==> config.mk <==
export PLATFORM = sky130hd
export DESIGN_NAME = low_power_mode_controller
export DESIGN_NICKNAME = d
export VERILOG_FILES = /design/src/rtl/low_power_mode_pkg.sv /design/src/rtl/low_power_mode_controller.sv
export SDC_FILE = /design/constraint.sdc
export NUM_CORES = 1
export LEC_CHECK = 0
export BUFFER_PORTS_ARGS = -buffer_cell sky130_fd_sc_hd__buf_2
export CAP_MARGIN = 20
export CORE_MARGIN = 4
export CORE_UTILIZATION = 47
export DETAILED_ROUTE_END_ITERATION = 7
export PLACE_DENSITY = 0.73
export SETUP_SLACK_MARGIN = 0.02
export SLEW_MARGIN = 20
export SYNTH_ARGS = -nofsm -noshare
export SYNTH_HDL_FRONTEND = slang
export SYNTH_SLANG_ARGS = --single-unit
==> constraint.sdc <==
create_clock -name i_mclk -period 2 [get_ports i_mclk]
set_input_delay 0.6 -clock i_mclk [delete_from_list [all_inputs] [get_ports i_mclk]]
set_output_delay 0.6 -clock i_mclk [all_outputs]
set_load 0.005 [all_outputs]
==> src/rtl/low_power_mode_pkg.sv <==
`default_nettype none
package low_power_mode_pkg;

    // ==========================================
    // Register offsets
    localparam logic [1:0] ADDR_SYS_CTRL2 = 2'h0;
    localparam logic [1:0] ADDR_FLASH_CTRL = 2'h1;
    localparam logic [1:0] ADDR_TB_CTRL = 2'h2;
    localparam logic [1:0] ADDR_STATUS = 2'h3;

    // ==========================================
    // Field positions
    localparam int SYS2_FAST_OSC_BIT = 7;
    localparam int SYS2_SLOW_OSC_BIT = 6;
    localparam int SYS2_CLK_SEL_BIT = 5;
    localparam int SYS2_GATE_REQ_BIT = 4;
    localparam int SYS2_HALT_REQ_BIT = 3;
    localparam int FLASH_PD_AUTO_BIT = 0;
    localparam int TB_RUN_BIT = 3;
    localparam int TB_SEL_LSB = 0;
    localparam int TB_SEL_MSB = 2;
    localparam int STAT_MODE_LSB = 5;
    localparam int STAT_WAIT_BIT = 4;
    localparam int STAT_SLOW_BIT = 3;

    // ==========================================
    // Reset values
    localparam logic RST_FAST_OSC = 1'b1;
    localparam logic RST_SLOW_OSC = 1'b0;
    localparam logic RST_CLK_SEL = 1'b0;
    localparam logic RST_FLASH_PD_AUTO = 1'b0;
    localparam logic RST_TB_RUN = 1'b0;
    localparam logic [2:0] RST_TB_SEL = 3'h0;

    // ==========================================
    // Timing counts, in periods of the halted clock
    localparam logic [10:0] WAIT_FAST_PERIODS = 11'h400;
    localparam logic [10:0] WAIT_SLOW_PERIODS = 11'h008;

    // ==========================================
    // Modes and states
    typedef enum logic [2:0] {
        MODE_FAST_SINGLE,
        MODE_FAST_DUAL,
        MODE_LOW_CLOCK_ONLY,
        MODE_CPU_HALT_FAST,
        MODE_CPU_HALT_SLOW,
        MODE_TB_HALT_FAST,
        MODE_TB_HALT_SLOW
    } mode_t;

    typedef enum logic [1:0] {
        ST_RUN,
        ST_CPU_HALT,
        ST_TB_HALT,
        ST_WAIT
    } state_t;

endpackage
`default_nettype wire

==> src/rtl/low_power_mode_controller.sv <==
`default_nettype none
module low_power_mode_controller (
    input wire logic i_mclk,
    input wire logic i_rst,
    input wire logic [1:0] i_addr,
    input wire logic [7:0] i_wdata,
    input wire logic i_wr,
    input wire logic i_rd,
    output logic [7:0] o_rdata,
    input wire logic i_fast_clk,
    input wire logic i_slow_clk,
    input wire logic [7:0] i_tb_src,
    input wire logic i_wake_any,
    input wire logic i_master_irq_enable,
    input wire logic i_timebase_irq_enable,
    input wire logic i_wdt_irq,
    output logic o_sys_clk,
    output logic o_fast_osc_en,
    output logic o_slow_osc_en,
    output logic o_cpu_stop,
    output logic o_wdt_stop,
    output logic o_periph_clk_en,
    output logic o_tbt_clk_en,
    output logic o_retain,
    output logic o_pc_hold,
    output logic o_irq_accept_en,
    output logic o_tb_latch_set,
    output logic o_tb_service,
    output var low_power_mode_pkg::mode_t o_mode
);

    // ==========================================
    // Declarations
    low_power_mode_pkg::state_t state_q;
    low_power_mode_pkg::mode_t mode_d;
    low_power_mode_pkg::mode_t mode_q;
    logic fast_osc_en_q;
    logic slow_osc_en_q;
    logic sys_clk_sel_q;
    logic cpu_halt_req_q;
    logic clk_gate_req_q;
    logic flash_pd_auto_q;
    logic tb_run_q;
    logic [2:0] tb_clk_sel_q;
    logic halt_slow_q;
    logic halt_auto_q;
    logic [10:0] wait_cnt_q;
    logic tb_svc_pend_q;
    logic tb_svc_q;
    logic tb_set_q;
    logic fast_prev_q;
    logic slow_prev_q;
    logic tb_prev_q;
    logic cur_slow_q;
    logic sys_clk_q;
    logic [7:0] rdata_q;
    logic wr_sys2;
    logic halt_entry;
    logic gate_entry;
    logic tb_level;
    logic tb_fall;
    logic fast_rise;
    logic slow_rise;
    logic wait_tick;
    logic cpu_release;
    logic tb_release;
    logic release_any;
    logic tb_and;

    // ==========================================
    // Bus decode and mode entry
    assign wr_sys2 = i_wr && (i_addr == low_power_mode_pkg::ADDR_SYS_CTRL2);
    assign halt_entry = wr_sys2 && (state_q == low_power_mode_pkg::ST_RUN)
        && i_wdata[low_power_mode_pkg::SYS2_HALT_REQ_BIT]
        && !i_wdt_irq;
    assign gate_entry = wr_sys2 && (state_q == low_power_mode_pkg::ST_RUN)
        && i_wdata[low_power_mode_pkg::SYS2_GATE_REQ_BIT]
        && !i_wdata[low_power_mode_pkg::SYS2_HALT_REQ_BIT]
        && !i_wdt_irq;

    // ==========================================
    // Timebase edge
    assign tb_level = i_tb_src[tb_clk_sel_q];
    assign tb_fall = tb_prev_q && !tb_level;

    // ==========================================
    // Wait clock ticks
    assign fast_rise = i_fast_clk && !fast_prev_q;
    assign slow_rise = i_slow_clk && !slow_prev_q;
    assign wait_tick = halt_slow_q ? slow_rise : fast_rise;

    // ==========================================
    // Halt release
    assign cpu_release = (state_q == low_power_mode_pkg::ST_CPU_HALT)
        && i_wake_any;
    assign tb_release = (state_q == low_power_mode_pkg::ST_TB_HALT)
        && tb_fall;
    assign release_any = cpu_release || tb_release;
    assign tb_and = i_master_irq_enable && i_timebase_irq_enable
        && tb_run_q;

    // ==========================================
    // Edge history of sampled clocks
    always_ff @(posedge i_mclk or posedge i_rst) begin
        if (i_rst) begin
            fast_prev_q <= 1'b0;
            slow_prev_q <= 1'b0;
            tb_prev_q <= 1'b0;
        end else begin
            fast_prev_q <= i_fast_clk;
            slow_prev_q <= i_slow_clk;
            tb_prev_q <= tb_level;
        end
    end

    // ==========================================
    // Control registers
    always_ff @(posedge i_mclk or posedge i_rst) begin
        if (i_rst) begin
            fast_osc_en_q <= low_power_mode_pkg::RST_FAST_OSC;
            slow_osc_en_q <= low_power_mode_pkg::RST_SLOW_OSC;
            sys_clk_sel_q <= low_power_mode_pkg::RST_CLK_SEL;
        end else if (wr_sys2) begin
            fast_osc_en_q <= i_wdata[low_power_mode_pkg::SYS2_FAST_OSC_BIT];
            slow_osc_en_q <= i_wdata[low_power_mode_pkg::SYS2_SLOW_OSC_BIT];
            sys_clk_sel_q <= i_wdata[low_power_mode_pkg::SYS2_CLK_SEL_BIT];
        end
    end

    always_ff @(posedge i_mclk or posedge i_rst) begin
        if (i_rst) begin
            cpu_halt_req_q <= 1'b0;
        end else if (halt_entry) begin
            cpu_halt_req_q <= 1'b1;
        end else if (cpu_release) begin
            cpu_halt_req_q <= 1'b0;
        end
    end

    always_ff @(posedge i_mclk or posedge i_rst) begin
        if (i_rst) begin
            clk_gate_req_q <= 1'b0;
        end else if (gate_entry) begin
            clk_gate_req_q <= 1'b1;
        end else if (tb_release) begin
            clk_gate_req_q <= 1'b0;
        end
    end

    always_ff @(posedge i_mclk or posedge i_rst) begin
        if (i_rst) begin
            flash_pd_auto_q <= low_power_mode_pkg::RST_FLASH_PD_AUTO;
        end else if (i_wr && (i_addr == low_power_mode_pkg::ADDR_FLASH_CTRL))
        begin
            flash_pd_auto_q <= i_wdata[low_power_mode_pkg::FLASH_PD_AUTO_BIT];
        end
    end

    always_ff @(posedge i_mclk or posedge i_rst) begin
        if (i_rst) begin
            tb_run_q <= low_power_mode_pkg::RST_TB_RUN;
            tb_clk_sel_q <= low_power_mode_pkg::RST_TB_SEL;
        end else if (i_wr
            && (i_addr == low_power_mode_pkg::ADDR_TB_CTRL)) begin
            tb_run_q <= i_wdata[low_power_mode_pkg::TB_RUN_BIT];
            tb_clk_sel_q <= i_wdata[low_power_mode_pkg::TB_SEL_MSB:
                low_power_mode_pkg::TB_SEL_LSB];
        end
    end

    // ==========================================
    // Mode sequencer
    always_ff @(posedge i_mclk or posedge i_rst) begin
        if (i_rst) begin
            state_q <= low_power_mode_pkg::ST_RUN;
            halt_slow_q <= 1'b0;
            halt_auto_q <= 1'b0;
            wait_cnt_q <= 11'h000;
        end else begin
            case (state_q)
                low_power_mode_pkg::ST_RUN: begin
                    if (halt_entry || gate_entry) begin
                        halt_slow_q <= cur_slow_q;
                        halt_auto_q <= flash_pd_auto_q;
                        state_q <= halt_entry
                            ? low_power_mode_pkg::ST_CPU_HALT
                            : low_power_mode_pkg::ST_TB_HALT;
                    end
                end
                low_power_mode_pkg::ST_CPU_HALT,
                low_power_mode_pkg::ST_TB_HALT: begin
                    if (release_any) begin
                        if (halt_auto_q) begin
                            state_q <= low_power_mode_pkg::ST_RUN;
                        end else begin
                            state_q <= low_power_mode_pkg::ST_WAIT;
                            wait_cnt_q <= halt_slow_q
                                ? low_power_mode_pkg::WAIT_SLOW_PERIODS
                                : low_power_mode_pkg::WAIT_FAST_PERIODS;
                        end
                    end
                end
                low_power_mode_pkg::ST_WAIT: begin
                    if (wait_tick) begin
                        if (wait_cnt_q == 11'h001) begin
                            state_q <= low_power_mode_pkg::ST_RUN;
                        end
                        wait_cnt_q <= wait_cnt_q - 11'h001;
                    end
                end
                default: begin
                    state_q <= low_power_mode_pkg::ST_RUN;
                end
            endcase
        end
    end

    // ==========================================
    // Timebase latch and service
    always_ff @(posedge i_mclk or posedge i_rst) begin
        if (i_rst) begin
            tb_set_q <= 1'b0;
        end else begin
            tb_set_q <= gate_entry && tb_run_q;
        end
    end

    always_ff @(posedge i_mclk or posedge i_rst) begin
        if (i_rst) begin
            tb_svc_pend_q <= 1'b0;
            tb_svc_q <= 1'b0;
        end else begin
            tb_svc_q <= 1'b0;
            if (tb_release && tb_and) begin
                tb_svc_pend_q <= 1'b1;
            end else if (tb_svc_pend_q
                && (state_q == low_power_mode_pkg::ST_RUN)) begin
                tb_svc_pend_q <= 1'b0;
                tb_svc_q <= 1'b1;
            end
        end
    end

    // ==========================================
    // Glitch-free system clock switch
    always_ff @(posedge i_mclk or posedge i_rst) begin
        if (i_rst) begin
            cur_slow_q <= 1'b0;
            sys_clk_q <= 1'b0;
        end else begin
            if ((sys_clk_sel_q != cur_slow_q) && !sys_clk_q
                && !i_fast_clk && !i_slow_clk) begin
                cur_slow_q <= sys_clk_sel_q;
                sys_clk_q <= 1'b0;
            end else begin
                sys_clk_q <= cur_slow_q ? i_slow_clk : i_fast_clk;
            end
        end
    end

    // ==========================================
    // Mode report
    always_comb begin
        mode_d = low_power_mode_pkg::MODE_FAST_SINGLE;
        case (state_q)
            low_power_mode_pkg::ST_CPU_HALT: begin
                mode_d = halt_slow_q
                    ? low_power_mode_pkg::MODE_CPU_HALT_SLOW
                    : low_power_mode_pkg::MODE_CPU_HALT_FAST;
            end
            low_power_mode_pkg::ST_TB_HALT: begin
                mode_d = halt_slow_q
                    ? low_power_mode_pkg::MODE_TB_HALT_SLOW
                    : low_power_mode_pkg::MODE_TB_HALT_FAST;
            end
            default: begin
                if (cur_slow_q) begin
                    mode_d = low_power_mode_pkg::MODE_LOW_CLOCK_ONLY;
                end else if (slow_osc_en_q) begin
                    mode_d = low_power_mode_pkg::MODE_FAST_DUAL;
                end else begin
                    mode_d = low_power_mode_pkg::MODE_FAST_SINGLE;
                end
            end
        endcase
    end

    always_ff @(posedge i_mclk or posedge i_rst) begin
        if (i_rst) begin
            mode_q <= low_power_mode_pkg::MODE_FAST_SINGLE;
        end else begin
            mode_q <= mode_d;
        end
    end

    // ==========================================
    // Register read port
    always_ff @(posedge i_mclk or posedge i_rst) begin
        if (i_rst) begin
            rdata_q <= 8'h00;
        end else if (i_rd) begin
            case (i_addr)
                low_power_mode_pkg::ADDR_SYS_CTRL2: begin
                    rdata_q <= {fast_osc_en_q, slow_osc_en_q, sys_clk_sel_q,
                        clk_gate_req_q, cpu_halt_req_q, 3'h0};
                end
                low_power_mode_pkg::ADDR_FLASH_CTRL: begin
                    rdata_q <= {7'h00, flash_pd_auto_q};
                end
                low_power_mode_pkg::ADDR_TB_CTRL: begin
                    rdata_q <= {4'h0, tb_run_q, tb_clk_sel_q};
                end
                default: begin
                    rdata_q <= {mode_q,
                        state_q == low_power_mode_pkg::ST_WAIT,
                        cur_slow_q, 3'h0};
                end
            endcase
        end else begin
            rdata_q <= 8'h00;
        end
    end

    // ==========================================
    // Outputs
    assign o_rdata = rdata_q;
    assign o_sys_clk = sys_clk_q;
    assign o_fast_osc_en = fast_osc_en_q;
    assign o_slow_osc_en = slow_osc_en_q;

    // ==========================================
    // Halt status outputs
    assign o_cpu_stop = (state_q != low_power_mode_pkg::ST_RUN);
    assign o_wdt_stop = (state_q == low_power_mode_pkg::ST_CPU_HALT)
        || (state_q == low_power_mode_pkg::ST_TB_HALT);
    assign o_periph_clk_en =
        (state_q != low_power_mode_pkg::ST_TB_HALT);
    assign o_tbt_clk_en = 1'b1;
    assign o_retain = (state_q != low_power_mode_pkg::ST_RUN);
    assign o_pc_hold = (state_q != low_power_mode_pkg::ST_RUN);

    // ==========================================
    // Interrupt outputs
    assign o_irq_accept_en = (state_q == low_power_mode_pkg::ST_RUN)
        && i_master_irq_enable && !tb_svc_pend_q;
    assign o_tb_latch_set = tb_set_q;
    assign o_tb_service = tb_svc_q;
    assign o_mode = mode_q;

endmodule
`default_nettype wire

==> results of run 1 <==
## cell usage in the layout (no fill, tap or decap), types with 3 or more instances in the layout
| master | Yosys | routed |
|---|---|---|
| a21boi_0 | 4 | 4 |
| a21oi_1 | 3 | 3 |
| a31oi_1 | 3 | 3 |
| a32o_1 | 4 | 4 |
| and3_1 | 5 | 5 |
| buf_2 | 2 | 50 |
| buf_4 | 3 | 30 |
| clkbuf_8 | 0 | 5 |
| dfrtp_1 | 43 | 42 |
| ha_1 | 7 | 6 |
| inv_1 | 14 | 10 |
| inv_2 | 0 | 3 |
| mux2_2 | 13 | 11 |
| mux2_4 | 0 | 3 |
| mux2i_1 | 4 | 4 |
| nand2_1 | 18 | 18 |
| nand2b_1 | 3 | 3 |
| nand3_1 | 9 | 8 |
| nor2_1 | 7 | 7 |
| nor2b_1 | 6 | 6 |
| o21ai_0 | 11 | 11 |
| or4_1 | 3 | 3 |
## stage by stage
| step | setup TNS, ps | instance area [um2] | total power [W] | setup slack [ps] | std cells |
|---|---|---|---|---|---|
| floorplan | -881 | 2280 | 0.00266 | -113 | 208 |
| global placement | -3670 | 2690 | 0.00329 | -301 | 321 |
| detailed placement | -4420 | 2690 | 0.00335 | -363 | 321 |
| CTS | -1070 | 2870 | 0.00431 | -103 | 333 |
| global route | -2410 | 2920 | 0.00473 | -197 | 338 |
| finish | -1270 | 2920 | 0.00441 | -121 | 338 |
## layer usage
| metal | global-route usage [%] | up-vias | routed length (um) |
|---|---|---|---|
| li1 | - | 902 | - |
| met1 | 24.3 | 945 | 2360 |
| met2 | 30.0 | 54 | 2530 |
| met3 | 4.57 | 8 | 235 |
| met4 | 6.52 | 0 | 97 |
| met5 | 0 | - | 0 |
## kinds of logic (layout without fill, tap and decap cells)
family	count (synthesis)	count (layout)	synth area share, %
simple gates	67	67	16.3
fa+ha+maj	7	7	3.92
compound gates	44	44	14.7
flops	44	44	49.4
buf+inv	26	104	5.66
mux	19	19	9.86
other cells	1	1	0.168
## power by group
group	switching [W]	internal, W
Clock	0.000294	0.000499
Combinational	0.00118	0.00116
Sequential	0.000159	0.00112
Total	0.00164	0.00277
## what timing repair did
| item | 4_1_cts | 5_1_grt |
|---|---|---|
| pin swaps | 0 | 2 |
| gates cloned | 1 | 0 |
| setup buffers | 3 | 5 |
| gates resized for setup | 8 | 2 |
| endpoints found under the setup margin | 19 | 19 |
## sequential cells by signal, indices dropped and copies added, names as in the netlist, 2 cells and up
register,flops
wait_cnt_q,11
o_rdata,8
o_mode,3
tb_clk_sel_q,3
state_q,2
## final timing paths
kind / endpoint / slack [ps] / depth (start not counted)
worst max-delay path: wait_cnt_q[6] / -120 / 6
worst min-delay path: tb_svc_pend_q / 300 / 2
worst max register to register: wait_cnt_q[6] / -120 / 6
worst min register to register: cpu_halt_req_q / 490 / 2
max in group asynchronous: o_fast_osc_en / 1120 / 3
min in group i_mclk: fast_prev_q / 450 / 1
## worst register-to-register path: stages, from the launching register on
cell and delay (ps):
dfrtp_2 460, mux2_4 310, mux4_2 520, o211ai_4 240, buf_2 220, a31oi_1 90, o21bai_1 160
## cell type report
type                    instances  area, um2
fillers                       339       1560
inverters                      14       52.6
flip-flops and latches         44       1100
well taps                      52       65.1
clock inverters                 2       60.1
multi-input cells             138       1050
repair buffers                 82        507
clock buffers                   6       72.6
==> run summary, run 1 <==
status = finished, violations left
violated checks = setup timing
initial drt markers = 90
final core occ = 65.2%
Achievable Freq = 472 MHz
ys flop type = dfrtp_1
DIE AREA = 5920 um2
CP top delay family = multiplexers
first-pass GRT wire length = 8720 um
Async S/R FF share, synth = 100%
EDFF count, synth = 0
GPL Wtd Cong = 0.833
CTS root buffer = clkbuf_8
CTS sink count = 44
sum of buffers and inverters on the critical path = 1
drt pass-1 iters = 4
DRT antenna net count = 0
Layout area overhead = 30.5%
crit-path max FO = 6
Ports = 51
CP peak stage delay = 520 ps
critical path class = register to register
CTS Buffer Depth = 2
Worst Max-Slew Pin Slew = 661 ps
vias in the first global route = 1,832
CP endpoint kind = register
Tcrit/Tclk final = 106%
flops & latches, synth = 44
ant diodes = 0
DIE HEIGHT = 76.9 um
final worst slack = -121 ps
crit path cell chain = mux2_4, mux4_2, o211ai_4, buf_2, a31oi_1, o21bai_1
Crit. Startpoint = tb_clk_sel_q[0]
crit path time final = 2120 ps
Syn. warnings = 0
most numerous cell in the Yosys netlist = dfrtp_1
RSZ-0062 raised after global routing = yes
core area = 4470 um2
Worst IR Drop VDD = 0.735 mV
DRC = 0
Critical R2R Launch = tb_clk_sel_q[0]
Port Buf Inserts = 49
Avg Inst Size Synth = 10.7 um2
H-tree depth = 2
Worst Hold Class = input port to async pin
Die X = 76.9 um
sequential element share of the synthesized area = 49.4%
GRT Total Usage = 18.6%
Layout Nets = 320
layout cell share with drive strength beyond 1 = 42.3%
cts hold-fix bufs = 0
Final Max Slew Viols = 0
Pleak = 1.44 nW
Distinct cells, synth = 53
Yosys top cell by area = dfrtp_1
Final Hold Slack = 300 ps
max_cap viols = 0
routed len/inst = 15.4 um
clock-pin slew on the worst setup and hold paths = 90 ps
final setup vio count = 14
worst path arrival time = 2300 ps
Setup Skew = 12.6 ps
post-synthesis cell count = 208
initial antenna violation count = 0
slowest CP cell = mux4_2
max_slew headroom = 55.6%
Post-synth top cells = 43 x dfrtp_1, 18 x nand2_1, 14 x inv_1
share of the synthesized area in the top cell type = 48.2%
mapped cell area = 2230 um2
vias = 1,909
startpoint types = register
dpl hpwl = 3840 um
largest net degree at the start of global routing = 29
Post-Syn Nets = 243
Pwr Density = 1510 nW/um2
Initial Utilization = 49.9%
GRT Residual Overflow = 0
DRT Wirelength = 5220 um
required time of the critical path = 2180 ps
CTS Buf Count = 5
Avg Vias per Cell = 5.65
worst skew pair latency = 300 ps
CTS tree = done
# rows = 24
top post-synthesis cells by area = dfrtp_1 48%, mux2_2 6.6%, ha_1 3.9%
final hold vios = 0
Power figures use the tool's default switching activity.
==> run 2, diff against run 1 <==
CORE_UTILIZATION = 48   (was 47)
PLACE_DENSITY = 0.74   (was 0.73)
==> run summary, run 2 (synthesized netlist as in run 1, its figures left out) <==
status = finished, violations left
violated checks = setup timing
most frequent cells in the layout = 49 x buf_2, 42 x dfrtp_1, 29 x buf_4, 18 x nand2_1, 11 x o21ai_0
Port Buf Inserts = 49
max_cap viols = 0
dpl hpwl = 3960 um
clock-pin slew on the worst setup and hold paths = 90 ps
worst skew pair latency = 310 ps
drt pass-1 iters = 4
CTS tree = done
commonest non-fill, non-tap cell in the layout = buf_2
worst path arrival time = 2320 ps
DP Worst Slack = -342 ps
startpoint types = register
Biggest register = wait_cnt_q
Worst Hold Class = input port to async pin
GRT Residual Overflow = 0
Pwr Density = 1470 nW/um2
RSZ-0062 raised after global routing = yes
required time of the critical path = 2200 ps
max_slew headroom = 54.8%
Avg Vias per Cell = 5.60
Layout Nets = 318
R2R Setup Slk = -120 ps
core area = 4410 um2
final setup vio count = 12
Ports = 51
grt met1 use = 24.8%
vias = 1,881
final hold vios = 0
busiest grt layer = met2
Critical R2R Launch = tb_clk_sel_q[0]
routed len/inst = 16.4 um
initial antenna violation count = 0
worst reg2reg path endpoint = wait_cnt_q[3]
M3 GR Usage = 5.08%
placed cell count = 322
CTS Buf Count = 5
Worst IR Drop VDD = 0.789 mV
first-pass GRT wire length = 9040 um
Final Max Slew Viols = 0
Non-Filler Instances = 336
slowest CP cell = mux4_2
Pleak = 1.43 nW
CP peak stage delay = 520 ps
critical path class = register to register
GRT Total Usage = 19.0%
CTS sink count = 44
Tcrit/Tclk final = 106%
vias in the first global route = 1,895
CTS Buffer Depth = 2
Setup Skew = 9.41 ps
# rows = 24
layout cell share with drive strength beyond 1 = 44.4%
ant diodes = 0
met2 usage = 30.8%
DP Area = 2700 um2
H-tree depth = 2
Worst Max-Slew Pin Slew = 674 ps
DIE AREA = 5810 um2
largest net degree at the start of global routing = 28
Die X = 76.2 um
CTS root buffer = clkbuf_8
Initial Utilization = 50.6%
crit path time final = 2120 ps
DIE HEIGHT = 76.2 um
CP endpoint kind = register
crit-path max FO = 6
Layout area overhead = 30.6%
DRC = 0
final core occ = 66.1%
initial drt markers = 67
DRT antenna net count = 0
Achievable Freq = 472 MHz
max reg flops = 11
GPL Wtd Cong = 0.792
crit path cell chain = mux2_4, mux4_2, o211ai_4, buf_6, nand3_2, a22o_1
final worst slack = -120 ps
cts hold-fix bufs = 0
reg2reg path depth = 6
fin area = 2920 um2
DRT Wirelength = 5520 um
[run 2: changes by cell type in the layout (fill, tap and decap cells not counted), sizes merged]
cell | before | now
clkinvlp | 0 | 2
bufinv | 2 | 0
buf | 82 | 80
[run 2: area by class of cell]
class / instances / area [um2]
inverter: 14 / 52.6
tap: 52 / 65.1
sequential: 44 / 1100
clock inverter: 2 / 15.0
timing repair buffer: 80 / 494
multi-input combinational: 138 / 1100
clock buffer: 6 / 82.6
fill: 347 / 1500
[run 2: how the worst max path moves through the flow]
stage,end,slack [ps],startpoint,cells after the start
global placement,wait_cnt_q[3],-310,i_tb_src[6],7
detailed placement,wait_cnt_q[3],-340,i_tb_src[6],7
global route,wait_cnt_q[3],-160,tb_clk_sel_q[0],6
CTS,wait_cnt_q[3],-80,tb_clk_sel_q[0],6
finish,wait_cnt_q[3],-120,tb_clk_sel_q[0],6
floorplan,wait_cnt_q[7],-110,i_tb_src[6],6
[run 2: repair_timing]
action	in CTS	in global routing
buffers inserted	3	2
pin swaps	0	7
resized for setup	10	10
endpoints found under the setup margin	19	18
gates cloned	1	0
endpoints found under the hold margin	0	0
[run 2: per-stage QoR]
stage	hold slack, ps	TNS, ps	power [W]
2_1_floorplan	446	-881	0.00266
3_3_place_gp	467	-3530	0.00327
3_5_place_dp	479	-3940	0.00334
4_1_cts	313	-635	0.00412
5_1_grt	322	-1650	0.00458
6_report	293	-1070	0.00430
[run 2: where the power goes]
part	switching, W	internal [W]	total, W
sequential	0.000186	0.00112	0.00130
clock	0.000320	0.000280	0.000599
combinational	0.00124	0.00115	0.00239
[run 2: per-layer routing]
layer | share of wire [%] | up-vias
met2 | 50 | 62
met5 | 0 | -
li1 | - | 890
met1 | 43 | 924
met3 | 6.4 | 5
met4 | 1.2 | 0
[run 2: critical path, delay by kind of cell, from the launching register on]
family	cells	cell delay (ps)
flip-flops	1	470
AO/OA/AOI/OAI	2	470
AND/OR/NAND/NOR	1	60
buffers and inverters	1	170
multiplexers	2	830
==> run 3, diff against run 2 <==
SETUP_SLACK_MARGIN = default   (was 0.02)
==> run summary, run 3 (synthesized netlist as in run 1, its figures left out) <==
Pleak = 1.39 nW
# fillers = 352
dpl hpwl = 3930 um
GPL Wtd Cong = 0.856
CTS sink count = 44
RSZ-0062 raised after global routing = yes
final core occ = 64.5%
# rows = 24
core area = 4410 um2
max_cap viols = 0
vias = 1,837
R2R Setup Slk = -80 ps
Critical R2R Launch = tb_clk_sel_q[0]
crit path time final = 2080 ps
commonest non-fill, non-tap cell in the layout = buf_2
Pwr Density = 1450 nW/um2
reg2reg path depth = 6
CTS tree = done
ant diodes = 0
Layout Nets = 315
Tcrit/Tclk final = 104%
CP peak stage delay = 520 ps
first-pass GRT wire length = 8740 um
max reg flops = 11
status = finished, violations left
final hold vios = 0
DIE HEIGHT = 76.2 um
drt pass-1 iters = 4
layout cell share with drive strength beyond 1 = 42.3%
initial drt markers = 120
worst reg2reg path endpoint = wait_cnt_q[3]
final worst slack = -78.8 ps
most frequent cells in the layout = 49 x buf_2, 42 x dfrtp_1, 27 x buf_4, 18 x nand2_1, 12 x mux2_2
Port Buf Inserts = 49
CTS Buffer Depth = 2
Final Max Slew Viols = 0
DRT antenna net count = 0
routed len/inst = 15.8 um
clock-pin slew on the worst setup and hold paths = 80 ps
Achievable Freq = 481 MHz
initial antenna violation count = 0
Worst IR Drop VDD = 0.707 mV
vias in the first global route = 1,847
DRT Wirelength = 5260 um
worst path arrival time = 2270 ps
H-tree depth = 2
worst skew pair latency = 300 ps
Ports = 51
Worst Setup EP = wait_cnt_q[3]
DRC = 0
final setup vio count = 13
cts hold-fix bufs = 0
critical path class = register to register
GRT Total Usage = 18.5%
DIE AREA = 5810 um2
Initial Utilization = 50.6%
violated checks = setup timing
Worst Hold Class = input port to async pin
DP Worst Slack = -302 ps
GRT Residual Overflow = 0
crit path cell chain = mux2_4, mux4_2, o211ai_4, buf_4, nand3_1, a22o_1
Crit. Startpoint = tb_clk_sel_q[0]
Biggest register = wait_cnt_q
Avg Vias per Cell = 5.52
largest net degree at the start of global routing = 21
Layout area overhead = 27.4%
slowest CP cell = mux4_2
CP endpoint kind = register
CTS root buffer = clkbuf_8
CTS Buf Count = 5
Die X = 76.2 um
startpoint types = register
required time of the critical path = 2190 ps
crit-path max FO = 5
Setup Skew = 4.24 ps
## run 3: cell count changes in the layout (fill, tap and decap cells not counted), sizes merged
cell	delta
buf	-3
clkinv	+1
clkinvlp	-1
## run 3: what timing repair did
action	in CTS	in global routing
setup endpoints to repair	19	19
cloned	0	0
resized for setup	9	5
buffers inserted	2	1
## run 3: worst max-delay path: cells and delay by family (launching register included)
kind,cells,cell delay (ps)
multiplexers,2,820
AO/OA/AOI/OAI,2,460
flip-flops,1,450
buffers and inverters,1,180
AND/OR/NAND/NOR,1,60
## run 3: worst min-delay path by stage
stage	startpoint	end	slack, ps	cells after the start
floorplan	cpu_halt_req_q	cpu_halt_req_q	450	2
global placement	cpu_halt_req_q	cpu_halt_req_q	470	2
global route	i_rst	wait_cnt_q[8]	180	2
CTS	i_rst	wait_cnt_q[8]	190	2
finish	i_rst	wait_cnt_q[5]	180	2
detailed placement	cpu_halt_req_q	cpu_halt_req_q	480	2
## run 3: power by group
group          internal (W)  switching [W]
Clock              0.000244       0.000293
Sequential          0.00112       0.000184
Combinational       0.00111        0.00117
Total               0.00247        0.00165
## run 3: stage by stage
step	TNS, ps	area [um2]	power [W]	std cells	hold WS (ps)
global placement	-3490	2680	0.00329	322	466
global route	-1710	2850	0.00446	333	182
finish	-485	2850	0.00412	333	182
floorplan	-881	2270	0.00266	208	446
detailed placement	-4040	2680	0.00334	322	484
CTS	-520	2810	0.00401	332	185
## run 3: final cells by class
| class | count | area, um2 | share of cell area (%) |
|---|---|---|---|
| tap | 52 | 65.1 | 2.29 |
| inverter | 14 | 52.6 | 1.85 |
| timing repair buffer | 77 | 459 | 16.1 |
| clock inverter | 2 | 12.5 | 0.440 |
| multi-input combinational | 138 | 1080 | 38.0 |
| clock buffer | 6 | 72.6 | 2.55 |
| sequential | 44 | 1100 | 38.8 |
## run 3: layer usage
layer  part of all wire (%)  up-vias  wire length [um]  global-route usage, %
met5                      0        -                 0                      0
met4                    1.3        0                66                   5.59
met3                    4.9        7               256                   4.61
met2                     47       46              2480                   28.4
met1                     47      896              2460                   25.9
li1                       -      888                 -                      -
